--- config.mk ---
export PLATFORM = sky130hd
export DESIGN_NAME = gpbk_bank
export DESIGN_NICKNAME = d
export VERILOG_FILES = /design/src/core/gpbk_pkg.sv /design/src/core/gpbk_bank.sv
export SDC_FILE = /design/constraint.sdc
export NUM_CORES = 1
export LEC_CHECK = 0
export BUFFER_PORTS_ARGS = -buffer_cell sky130_fd_sc_hd__buf_2
export CAP_MARGIN = 5
export CORE_AREA = 2 2 228 230
export DETAILED_ROUTE_END_ITERATION = 6
export DIE_AREA = 0 0 230 232
export PLACE_DENSITY_LB_ADDON = 0.08
export SYNTH_ARGS = -nofsm -noshare
export SYNTH_HDL_FRONTEND = slang
export SYNTH_SLANG_ARGS = --single-unit
--- constraint.sdc ---
create_clock -name clk_i -period 19.4 [get_ports clk_i]
set_input_delay 3.88 -clock clk_i [delete_from_list [all_inputs] [get_ports clk_i]]
set_output_delay 3.88 -clock clk_i [all_outputs]
set_load 0.05 [all_outputs]
--- src/core/gpbk_pkg.sv ---
// Constants, field layouts and carrier types for the GPIO port bank.
// Assumes an 8-bit register address space reached over a plain strobe port.
package gpbk_pkg;

	localparam int NUM_PORTS = 6;
	localparam int NUM_REGS  = 35;
	localparam int NUM_FSEL  = 9;

	// Register file index layout
	localparam int IDX_DATA = 0;
	localparam int IDX_DIR  = 6;
	localparam int IDX_PU   = 12;
	localparam int IDX_OD   = 18;
	localparam int IDX_FSEL = 22;
	localparam int IDX_DB0  = 31;
	localparam int IDX_DB15 = 32;
	localparam int IDX_IST  = 33;
	localparam int IDX_IMSK = 34;

	localparam logic [7:0] RST_VAL = 8'h00;

	// Byte addresses, in index order
	localparam logic [7:0] REG_ADDR [NUM_REGS] = '{
		8'h80, 8'h88, 8'h90, 8'h98, 8'hA0, 8'hB0,   // port data 0..5
		8'hA1, 8'hB1, 8'hB9, 8'hC1, 8'hC9, 8'hD1,   // direction 0..5
		8'hAC, 8'hAD, 8'hAE, 8'hAF, 8'hA3, 8'h95,   // pull-up select 0..5
		8'h91, 8'h92, 8'h93, 8'h94,                 // open-drain 0,1,2,4
		8'hD2, 8'hD3, 8'hD4, 8'hD5, 8'hD6, 8'hD7,   // function select 0L..2H
		8'hEE, 8'hEF, 8'hEF,                        // function select 3,4,5
		8'hDE, 8'hDF,                               // debounce control/enable
		8'hF9, 8'hCA                                // interrupt status, mask
	};

	// Implemented bits per register; the rest read as zero
	localparam logic [7:0] REG_MASK [NUM_REGS] = '{
		8'hFF, 8'hFF, 8'hFF, 8'hFF, 8'h0F, 8'h3F,
		8'hFF, 8'hFF, 8'hFF, 8'hFF, 8'h0F, 8'h3F,
		8'hFF, 8'hFF, 8'hFF, 8'hFF, 8'h0F, 8'h3F,
		8'hFF, 8'hFF, 8'hFF, 8'h0F,
		8'h7F, 8'h3F, 8'hFF, 8'hFF, 8'h3F, 8'h0F,
		8'hFF, 8'h7F, 8'h3F,
		8'hFF, 8'h3F,
		8'hFF, 8'hFF
	};

	localparam logic [7:0] PORT_MASK [NUM_PORTS] = '{
		8'hFF, 8'hFF, 8'hFF, 8'hFF, 8'h0F, 8'h3F
	};

	// Open-drain register index per port, zero where the port has none
	localparam int OD_IDX [NUM_PORTS] = '{18, 19, 20, 0, 21, 0};
	localparam logic   OD_HAS [NUM_PORTS] = '{1'b1, 1'b1, 1'b1, 1'b0, 1'b1, 1'b0};

	// Debounce control field layout
	localparam int DEBOUNCE_CLOCK_SELECT_LSB = 6;
	localparam int DEBOUNCE_CLOCK_SELECT_W   = 2;

	// Debounce sampling divisors of the system clock
	localparam int DB_DIV_MID  = 4;
	localparam int DB_DIV_SLOW = 4096;
	localparam int DB_CNT_W    = 12;

	typedef enum logic [DEBOUNCE_CLOCK_SELECT_W-1:0] {
		DEBOUNCE_CLOCK_SELECT_DIV1,
		DEBOUNCE_CLOCK_SELECT_DIV4,
		DEBOUNCE_CLOCK_SELECT_DIV4096,
		DEBOUNCE_CLOCK_SELECT_RSVD
	} gpbk_debounce_clock_select_e;

	typedef logic [NUM_PORTS-1:0][7:0] gpbk_port_t;

	typedef struct packed {
		logic [7:0] addr;
		logic [7:0] wdata;
		logic       wr;
		logic       rd;
	} gpbk_bus_s;

	typedef struct packed {
		gpbk_port_t out;
		gpbk_port_t oe;
		gpbk_port_t pu;
	} gpbk_pad_s;

endpackage

--- src/core/gpbk_bank.sv ---
// GPIO port bank: six ports with direction, pull-up and function-select control,
// open-drain on ports 0, 1, 2 and 4, pin debounce and port 0 change interrupts.
// Assumes pads resolve level from out/oe/pu and pad inputs are asynchronous.
//
// Function
// - Direction bit 0 input, 1 output.
// - Output drives data; input reads pin level.
// - Pull-up select bit connects pull-up resistor.
// - Reset clears all pull-up select bits.
// - Open-drain bit: 0 push-pull, 1 open-drain.
// - Reset clears function selects to zero.
// - Debounce only on listed port 0/1/5 pins.
// - Port 0 debounce bits enable pins 7..2.
// - Port 0 input pins interrupt on state change.
// - Port 0 eight bits in every register.
// - Control registers 8-bit, read/write, reset zero; function select 5 shares EF, which reads back function select 4.
// - Filter rejects levels not seen thrice running.
// - Stop mode bypasses debounce, keeping its settings.
// - Port 0 debounce clock serves ports 1, 5.
`timescale 1ns/10ps

module gpbk_bank #(
	parameter int DB_SLOW_DIV = gpbk_pkg::DB_DIV_SLOW
) (
	input  wire logic                 clk_i,      // System clock, 200 MHz
	input  wire logic                 rst_i,      // Asynchronous reset, active high
	input  wire gpbk_pkg::gpbk_bus_s  bus_i,      // Register bus request
	output logic [7:0]                rdata_o,    // Read data, cycle after read strobe
	input  wire gpbk_pkg::gpbk_port_t pad_in_i,   // Pin levels, asynchronous
	output gpbk_pkg::gpbk_pad_s       pad_o,      // Pin drive, enable and pull-up
	output logic [gpbk_pkg::NUM_FSEL-1:0][7:0] fsel_o, // Function select values
	input  wire logic                 stop_mode_i, // Stop mode, same clock domain
	output logic                      irq_o       // Level interrupt
);

	// Returns the first register index at an address, or NUM_REGS if unmapped
	function automatic int reg_index(input logic [7:0] addr);
		reg_index = gpbk_pkg::NUM_REGS;
		for (int i = gpbk_pkg::NUM_REGS - 1; i >= 0; i--) begin
			if (addr == gpbk_pkg::REG_ADDR[i]) begin
				reg_index = i;
			end
		end
	endfunction

	// Maps the two debounce enable registers onto pin positions
	function automatic gpbk_pkg::gpbk_port_t db_map(input logic [7:0] port0_debounce_control,
	                                                 input logic [7:0] port1_port5_debounce_enable);
		db_map       = '0;
		db_map[0][7:2] = port0_debounce_control[5:0];
		db_map[1][1] = port1_port5_debounce_enable[0];
		db_map[1][2] = port1_port5_debounce_enable[1];
		db_map[1][6] = port1_port5_debounce_enable[2];
		db_map[1][7] = port1_port5_debounce_enable[3];
		db_map[5][2] = port1_port5_debounce_enable[4];
		db_map[5][4] = port1_port5_debounce_enable[5];
	endfunction

	logic [7:0]            regs_q [gpbk_pkg::NUM_REGS];
	logic [7:0]            regs_d [gpbk_pkg::NUM_REGS];
	gpbk_pkg::gpbk_port_t  meta_q;
	gpbk_pkg::gpbk_port_t  sync2_q;
	gpbk_pkg::gpbk_port_t  sync3_q;
	gpbk_pkg::gpbk_port_t  stable_q;
	gpbk_pkg::gpbk_port_t  samp_a_q;
	gpbk_pkg::gpbk_port_t  samp_b_q;
	gpbk_pkg::gpbk_port_t  samp_c_q;
	gpbk_pkg::gpbk_port_t  filt_q;
	logic [7:0]            lvl0_prev_q;
	logic [gpbk_pkg::DB_CNT_W-1:0] div_cnt_q;
	logic                  tick_q;
	logic [7:0]            rdata_q;
	gpbk_pkg::gpbk_pad_s   pad_q;
	logic                  irq_q;

	gpbk_pkg::gpbk_port_t  data_v;
	gpbk_pkg::gpbk_port_t  dir_v;
	gpbk_pkg::gpbk_port_t  pu_v;
	gpbk_pkg::gpbk_port_t  od_v;
	gpbk_pkg::gpbk_port_t  db_en;
	gpbk_pkg::gpbk_port_t  level;
	gpbk_pkg::gpbk_port_t  stable_d;
	gpbk_pkg::gpbk_port_t  filt_d;
	gpbk_pkg::gpbk_pad_s   pad_d;
	gpbk_pkg::gpbk_debounce_clock_select_e debounce_clock_select_sel;
	logic [7:0]            chg_evt;
	logic                  tick_d;
	logic                  slow_wrap;
	int                    wr_idx;
	int                    rd_idx;
	logic [7:0]            rd_val;

	// Register views per port
	genvar gp;
	generate
		for (gp = 0; gp < gpbk_pkg::NUM_PORTS; gp++) begin : g_port
			assign data_v[gp] = regs_q[gpbk_pkg::IDX_DATA + gp];
			assign dir_v[gp]  = regs_q[gpbk_pkg::IDX_DIR + gp];
			assign pu_v[gp]   = regs_q[gpbk_pkg::IDX_PU + gp];
			assign od_v[gp]   = gpbk_pkg::OD_HAS[gp] ?
			                    regs_q[gpbk_pkg::OD_IDX[gp]] : 8'h00;

			// Input level seen by software and the change detector
			assign level[gp] = (db_en[gp] & filt_q[gp]) |
			                   (~db_en[gp] & stable_q[gp]);

			// Push-pull drives data; open-drain only ever pulls low
			assign pad_d.out[gp] = data_v[gp] & ~od_v[gp] &
			                       gpbk_pkg::PORT_MASK[gp];
			assign pad_d.oe[gp]  = dir_v[gp] & (~od_v[gp] | ~data_v[gp]) &
			                       gpbk_pkg::PORT_MASK[gp];
			assign pad_d.pu[gp]  = pu_v[gp] & gpbk_pkg::PORT_MASK[gp];
		end
	endgenerate

	// Debounce is bypassed in stop mode; the enable bits themselves survive
	assign db_en = stop_mode_i ? '0 :
	               db_map(regs_q[gpbk_pkg::IDX_DB0],
	                      regs_q[gpbk_pkg::IDX_DB15]);

	// A synchronised change counts once the second and third stages agree
	assign stable_d = (sync2_q & sync3_q) | (stable_q & (sync2_q ^ sync3_q));

	// Filter output moves only after three equal samples in a row
	assign filt_d = (samp_a_q & samp_b_q & samp_c_q) |
	                (filt_q & (samp_a_q | samp_b_q | samp_c_q));

	// One sampling clock drives the filters of ports 0, 1 and 5
	assign debounce_clock_select_sel = gpbk_pkg::gpbk_debounce_clock_select_e'(regs_q[gpbk_pkg::IDX_DB0]
	                   [gpbk_pkg::DEBOUNCE_CLOCK_SELECT_LSB +: gpbk_pkg::DEBOUNCE_CLOCK_SELECT_W]);
	assign slow_wrap = (div_cnt_q == gpbk_pkg::DB_CNT_W'(DB_SLOW_DIV - 1));
	assign tick_d    = (debounce_clock_select_sel == gpbk_pkg::DEBOUNCE_CLOCK_SELECT_DIV1) ? 1'b1 :
	                   (debounce_clock_select_sel == gpbk_pkg::DEBOUNCE_CLOCK_SELECT_DIV4) ?
	                   (div_cnt_q[1:0] == 2'(gpbk_pkg::DB_DIV_MID - 1)) :
	                   (debounce_clock_select_sel == gpbk_pkg::DEBOUNCE_CLOCK_SELECT_DIV4096) ? slow_wrap :
	                   1'b0;

	// Port 0 change events, only on pins set as inputs
	assign chg_evt = (level[0] ^ lvl0_prev_q) & ~dir_v[0];

	assign wr_idx = bus_i.wr ? reg_index(bus_i.addr) : gpbk_pkg::NUM_REGS;
	assign rd_idx = reg_index(bus_i.addr);

	// Data registers read back the pin on inputs and the latch on outputs
	always_comb begin
		rd_val = 8'h00;
		if (rd_idx < gpbk_pkg::IDX_DIR) begin
			rd_val = ((dir_v[rd_idx] & data_v[rd_idx]) |
			          (~dir_v[rd_idx] & level[rd_idx])) &
			         gpbk_pkg::PORT_MASK[rd_idx];
		end else if (rd_idx < gpbk_pkg::NUM_REGS) begin
			rd_val = regs_q[rd_idx];
		end
	end

	// Next register values; a shared address writes every register behind it
	always_comb begin
		for (int i = 0; i < gpbk_pkg::NUM_REGS; i++) begin
			regs_d[i] = regs_q[i];
			if (bus_i.wr && bus_i.addr == gpbk_pkg::REG_ADDR[i] &&
			    i != gpbk_pkg::IDX_IST) begin
				regs_d[i] = bus_i.wdata & gpbk_pkg::REG_MASK[i];
			end
		end
		// Write one clears; a same-cycle event wins over the clear
		regs_d[gpbk_pkg::IDX_IST] = (regs_q[gpbk_pkg::IDX_IST] &
		                             ~((wr_idx == gpbk_pkg::IDX_IST) ?
		                               bus_i.wdata : 8'h00)) | chg_evt;
	end

	always_ff @(posedge clk_i or posedge rst_i) begin
		if (rst_i) begin
			for (int i = 0; i < gpbk_pkg::NUM_REGS; i++) begin
				regs_q[i] <= gpbk_pkg::RST_VAL;
			end
		end else begin
			for (int i = 0; i < gpbk_pkg::NUM_REGS; i++) begin
				regs_q[i] <= regs_d[i];
			end
		end
	end

	// Pin synchroniser; the first stage feeds only the second
	always_ff @(posedge clk_i or posedge rst_i) begin
		if (rst_i) begin
			meta_q   <= '0;
			sync2_q  <= '0;
			sync3_q  <= '0;
			stable_q <= '0;
		end else begin
			meta_q   <= pad_in_i;
			sync2_q  <= meta_q;
			sync3_q  <= sync2_q;
			stable_q <= stable_d;
		end
	end

	// Sampling divider and debounce shift chain
	always_ff @(posedge clk_i or posedge rst_i) begin
		if (rst_i) begin
			div_cnt_q <= '0;
			tick_q    <= 1'b0;
			samp_a_q  <= '0;
			samp_b_q  <= '0;
			samp_c_q  <= '0;
			filt_q    <= '0;
		end else begin
			div_cnt_q <= slow_wrap ? '0 : div_cnt_q + 1'b1;
			tick_q    <= tick_d;
			filt_q    <= filt_d;
			if (tick_q) begin
				samp_a_q <= stable_q;
				samp_b_q <= samp_a_q;
				samp_c_q <= samp_b_q;
			end
		end
	end

	// Outputs are registered copies of the decoded state
	always_ff @(posedge clk_i or posedge rst_i) begin
		if (rst_i) begin
			lvl0_prev_q <= 8'h00;
			rdata_q     <= 8'h00;
			pad_q       <= '0;
			irq_q       <= 1'b0;
		end else begin
			lvl0_prev_q <= level[0];
			rdata_q     <= bus_i.rd ? rd_val : 8'h00;
			pad_q       <= pad_d;
			irq_q       <= |(regs_q[gpbk_pkg::IDX_IST] & regs_q[gpbk_pkg::IDX_IMSK]);
		end
	end

	generate
		for (gp = 0; gp < gpbk_pkg::NUM_FSEL; gp++) begin : g_fsel
			assign fsel_o[gp] = regs_q[gpbk_pkg::IDX_FSEL + gp];
		end
	endgenerate

	assign rdata_o = rdata_q;
	assign pad_o   = pad_q;
	assign irq_o   = irq_q;

endmodule

# Yosys cells after proc, flatten, opt, wreduce, memory -nomap -nowiden
# Memory sizes are Yosys's and may differ from the RTL's.
# Cells that the tools add are included.
# word_totals
regBits	784
latch_bits	0
mem_bits_rw	0
romBits	64
inputBits	69
output_inout_bits	225
word_cells	312
n_memories	1
# memory_table
name	depth	width	rd	rd_ports_with_merged_regs	wr	line_no	source
(no name shown)	8	8	1	0	0	gpbk_bank.sv:150	gpbk_pkg::PORT_MASK[rd_idx];
# op_classes
addsub	1
multipliers	0
div	0
order_cmp	5
eq_ne	39
shifts	0
n_mux	58
bitwise_logic	67
n_reduce_logical	35
# ops
cell	count
== test 8 bit, second input constant	34
bitwise AND 48 bit	5
bitwise AND 8 bit	24
bitwise OR 48 bit	4
2-to-1 mux 6 bit	31
NOT 8 bit	15
2-to-1 mux 8 bit	14
bitwise OR 8 bit	11
binary-select mux 8 bit (select 3 bit)	3
binary-select mux 8 bit (select 6 bit)	1
bitwise XOR 48 bit	1
2-to-1 mux 45 bit	1
logical AND 1 bit	33
== test 32 x 7 -> 1 bit, second input constant	1
greater-or-equal comparator 32 x 4 -> 1 bit, second input constant	1
greater-or-equal comparator 32 x 7 -> 1 bit, second input constant	1
< comparator 32 x 4 -> 1 bit, second input constant	1
< comparator 32 x 5 -> 1 bit, second input constant	1
< comparator 32 x 7 -> 1 bit, second input constant	1
2-to-1 mux 32 bit	1
NOT 32 bit	1
adder 12 x 1 -> 12 bit, second input constant	1
== test 12 bit, second input constant	1
2-to-1 mux 12 bit	1
other kinds (10)	17

# Logic depth before layout (Yosys ltp)
# depth
ltp_word	44
depth_mapped	14
mapped_depth_nobuf	9

# Worst setup path after synthesis
# No wires, ideal clock.
# synth_path
path_type	input port to flip-flop
from	input bus_i[12] (netlist name)
to	register rdata_q[2] (netlist: rdata_o[2])
setup_ns	0.139
t_arrival_ns	6.004
required_time_ns	19.261
slack_ns	13.257
path_stages	11
n_path_buf	2
path_cell_list	buf_4 buf_2 and3b_1 o211ai_2 nand4_2 nor2_4 mux2_1 o211a_1 a2111oi_0 or4_1 a41oi_1
# synth_between
elab_chain_cells	44
elab_cells_between_ends	94
cone_classes	2 x order compare; 34 x eq/ne; 51 x mux; 6 x bitwise; 1 x memory
# synth_lines
item	line_no	source
from (decl)	gpbk_bank.sv:27	input wire gpbk_pkg::gpbk_bus_s bus_i,
== test 8 bit	gpbk_bank.sv:40	if (addr == gpbk_pkg::REG_ADDR[i]) begin
2-to-1 mux 1 bit	gpbk_bank.sv:40	
2-to-1 mux 2 bit (2 in a row)	gpbk_bank.sv:40	
2-to-1 mux 6 bit (30 in a row)	gpbk_bank.sv:40	
2-to-1 mux 6 bit (*)	gpbk_bank.sv:40	
parallel branches: the longest is 7 deep, another holds < comparator 32 x 7 -> 1 bit	-	
2-to-1 mux 8 bit (*)	gpbk_bank.sv:147	if (rd_idx < gpbk_pkg::IDX_DIR) begin
2-to-1 mux 8 bit (*)	gpbk_bank.sv:228	rdata_q <= bus_i.rd ? rd_val : 8'h00;
to (signal assigned)	gpbk_bank.sv:228	
to (decl)	gpbk_bank.sv:72	logic [7:0] rdata_q;
# Mark *: on every way between the ends. The select of a mux whose other input is x is not followed.
# A chain may end at the register's enable or synchronous reset.

# Worst setup path in the final report
# layout_path
from	input bus_i[15] (netlist name)
to	register rdata_q[2] (netlist: rdata_o[2])
# Same word-level chain as after synthesis.

==> flow_metrics.env <==
export IMPL_status="finished clean"
export IMPL_avgViaCountPerCell=5.67
export IMPL_cts_root_buf="clkbuf_16"
export IMPL_synth_cell_area_um2=25300
export IMPL_dp_cells=2765
export IMPL_end_kind="register"
export IMPL_ys_ff_latch=610
export IMPL_diodes=0
export IMPL_fin_ws_ns=11.16
export IMPL_htreeDepth=2
export IMPL_drt_initial_drc_count=1464
export IMPL_p_seq_frac=0.479
export IMPL_clock_fmax_ghz=0.121
export IMPL_p_comb_frac=0.111
export IMPL_worst_setup_path_start_kind="input pin"
export IMPL_r2r_start="od_v[10]"
export IMPL_ir_worst_vdd_mv=0.0771
export IMPL_cts_resized=0
export IMPL_synth_area_leaders="dfrtp_1 (60%), mux2_2 (12%), buf_4 (3.1%)"
export IMPL_wl_um=73800
export IMPL_firstDrtPassIters=5
export IMPL_total_power_w=0.00297
export IMPL_grt_pass1_vias=16275
export IMPL_clock_path_buffers=3
export IMPL_synth_most_common_cell="dfrtp_1"
export IMPL_die_y_um=232
export IMPL_p_sw_frac=0.269
export IMPL_criticalPathCategory="in2reg"
export IMPL_synth_edf_count=0
export IMPL_switching_power_w=0.000800
export IMPL_synth_distinct_cells=83
export IMPL_drv_cap=0
export IMPL_yosysSeqAreaShare=0.603
export IMPL_grt_setup_unrepaired="false"
export IMPL_ys_warn_count=0
export IMPL_leakagePower_nw=14.4
export IMPL_finalSetupViolations=0
export IMPL_post_synth_most_frequent_cells="dfrtp_1 (610), mux2_2 (262), nand2_1 (197), buf_4 (103), mux2i_1 (75)"
export IMPL_min_path_type="reg2reg"
export IMPL_fin_cells=2874
export IMPL_numPortBuffers=257
export IMPL_area_growth_syn_to_layout_pct=13.2
export IMPL_num_io_pins=294
export IMPL_crit_required_ns=19.92
export IMPL_yosysTopAreaCellShare=0.603
export IMPL_rows=83
export IMPL_crit_path_start="bus_i[15]"
export IMPL_yosysTopAreaCell="dfrtp_1"
export IMPL_max_slew_worst_pin_slew_ns=1.25
export IMPL_num_vias=16293
export IMPL_cts_setup_buffers=0
export IMPL_dieArea_um2=53400
export IMPL_grt_pass1_wl_um=109000
export IMPL_cts_tree="done"
export IMPL_multiInputGateArea_um2=8850
export IMPL_tns_ns=0
export IMPL_worstSkewPairLatency_ns=0.66
export IMPL_grt_start_max_net_pins=184
export IMPL_synthCells=1961
export IMPL_die_w_um=230
export IMPL_final_max_slew_violation_count=0
export IMPL_avgSynthCellArea_um2=12.9
export IMPL_clkPwrFrac=0.410
export IMPL_worstPathMaxFanout=43
export IMPL_p_int_w=0.00217
export IMPL_pwr_density_cell_nw_per_um2=104
export IMPL_nets=2260
export IMPL_dp_slack_ns=10.71
export IMPL_min_delay_start="meta_q[26]"
export IMPL_critPathArrivalTime_ns=8.76
export IMPL_grt_overflow=0
export IMPL_hpwlAfterDp_um=51200
export IMPL_n_fill_cell=4312
export IMPL_drc=0
export IMPL_drtAntennaViolNets=0
export IMPL_register_area_um2=15300
export IMPL_clkSinkCount=610
export IMPL_finalCriticalPeriod_ns=8.24
export IMPL_synth_ff_type="dfrtp_1"
export IMPL_fin_crit_sh=0.425
export IMPL_initial_core_util=0.497
export IMPL_numCtsBuffers=61
export IMPL_synth_async_reset_ratio=1.00
export IMPL_core_area_um2=50900
export IMPL_hold_buffers=0
export IMPL_clk_pin_slew_ns=0.06
export IMPL_drive_gt1_frac=0.305
export IMPL_skew_ns=0.0449
export IMPL_wl_per_cell_um=25.7
export IMPL_routabilityCongestion=0.907
export IMPL_antenna_found_initial=3
export IMPL_hold_viol_final=0
export IMPL_grtUsageTotal=0.278
export IMPL_slew_headroom=0.162
==> metrics by stage <==
| stage | area [um2] | util | hold WS (ns) |
|---|---|---|---|
| after floorplan | 25400 | - | 0.331 |
| after global routing | 28600 | 0.563 | 0.353 |
| after global placement | 26500 | 0.521 | 0.333 |
| after detailed placement | 26500 | 0.521 | 0.335 |
| final | 28600 | 0.563 | 0.331 |
| after CTS | 28600 | 0.563 | 0.348 |
==> routing by layer <==
metal  track usage  part of all wire  up-vias
li1              -                 -     7198
met5             0           0.00018        -
met1         0.397              0.44     8372
met4        0.0929             0.032        2
met2         0.433              0.46      595
met3        0.0483             0.063      126
==> critical path, stage by stage <==
cell and delay, ns:
buf_2 0.38, and4bb_1 0.60, o211ai_1 0.25, nand4_1 0.27, or2_2 0.84, buf_4 0.62
nand2_1 0.09, and3_1 0.18, a311oi_1 0.93, o21ai_0 0.19, a41oi_1 0.44
==> power groups by stage <==
stage,combinational [W],clock (W),sequential [W]
4_1_cts,0.000331,0.00125,0.00143
5_1_grt,0.000355,0.00130,0.00144
3_3_place_gp,0.000324,0,0.00144
6_report,0.000329,0.00122,0.00143
2_1_floorplan,0.000207,0,0.00148
3_5_place_dp,0.000329,0,0.00145
==> area by class of cell <==
type | instances | area share
clock buffer | 77 | 0.0593
clock inverter | 32 | 0.0146
inverter | 22 | 0.00302
multi-input combinational | 1174 | 0.309
sequential | 610 | 0.533
tap | 680 | 0.0297
timing repair buffer | 279 | 0.0511
==> kinds of logic after synthesis <==
group | share of synthesized area
xor+xnor | 0.00658
compound gates | 0.0855
other cells | 0.000148
fa+ha+maj | 0.0213
simple gates | 0.0843
buf+inv | 0.0516
flops | 0.603
mux | 0.147
==> path summary, 6_finish.rpt <==
path,to,cells past startpoint,slack (ns)
max,rdata_o[2],11,11.16
min,sync2_q[26],0,0.33
max reg2reg,rdata_o[2],5,16.89
min reg2reg,sync2_q[26],0,0.33
max in group asynchronous,fsel_o[16],5,13.38
min in group asynchronous,meta_q[43],3,3.51
==> flip-flops by register name, summed over array words and instances (netlist names), 28 cells and up <==
signal and flops:
meta_q 42, stable_q 42, sync2_q 42, regs_q 28, od_v 28, data_v 42, pad_d 42, pad_o 126
fsel_o 54, dir_v 42, sync3_q 42
==> cell usage in the layout (no fill, tap or decap), types with 35 or more instances in the layout <==
master     instances
dfrtp_1          610
o21ai_0           73
buf_2            257
mux2_2           262
a21oi_1           41
nand3_1           35
clkbuf_16         62
mux2i_1           75
ha_1              43
a21o_1            43
nand2_1          197
nor2_1            50
nor2b_1           52
No activity file was read; power rests on OpenSTA's default activity.
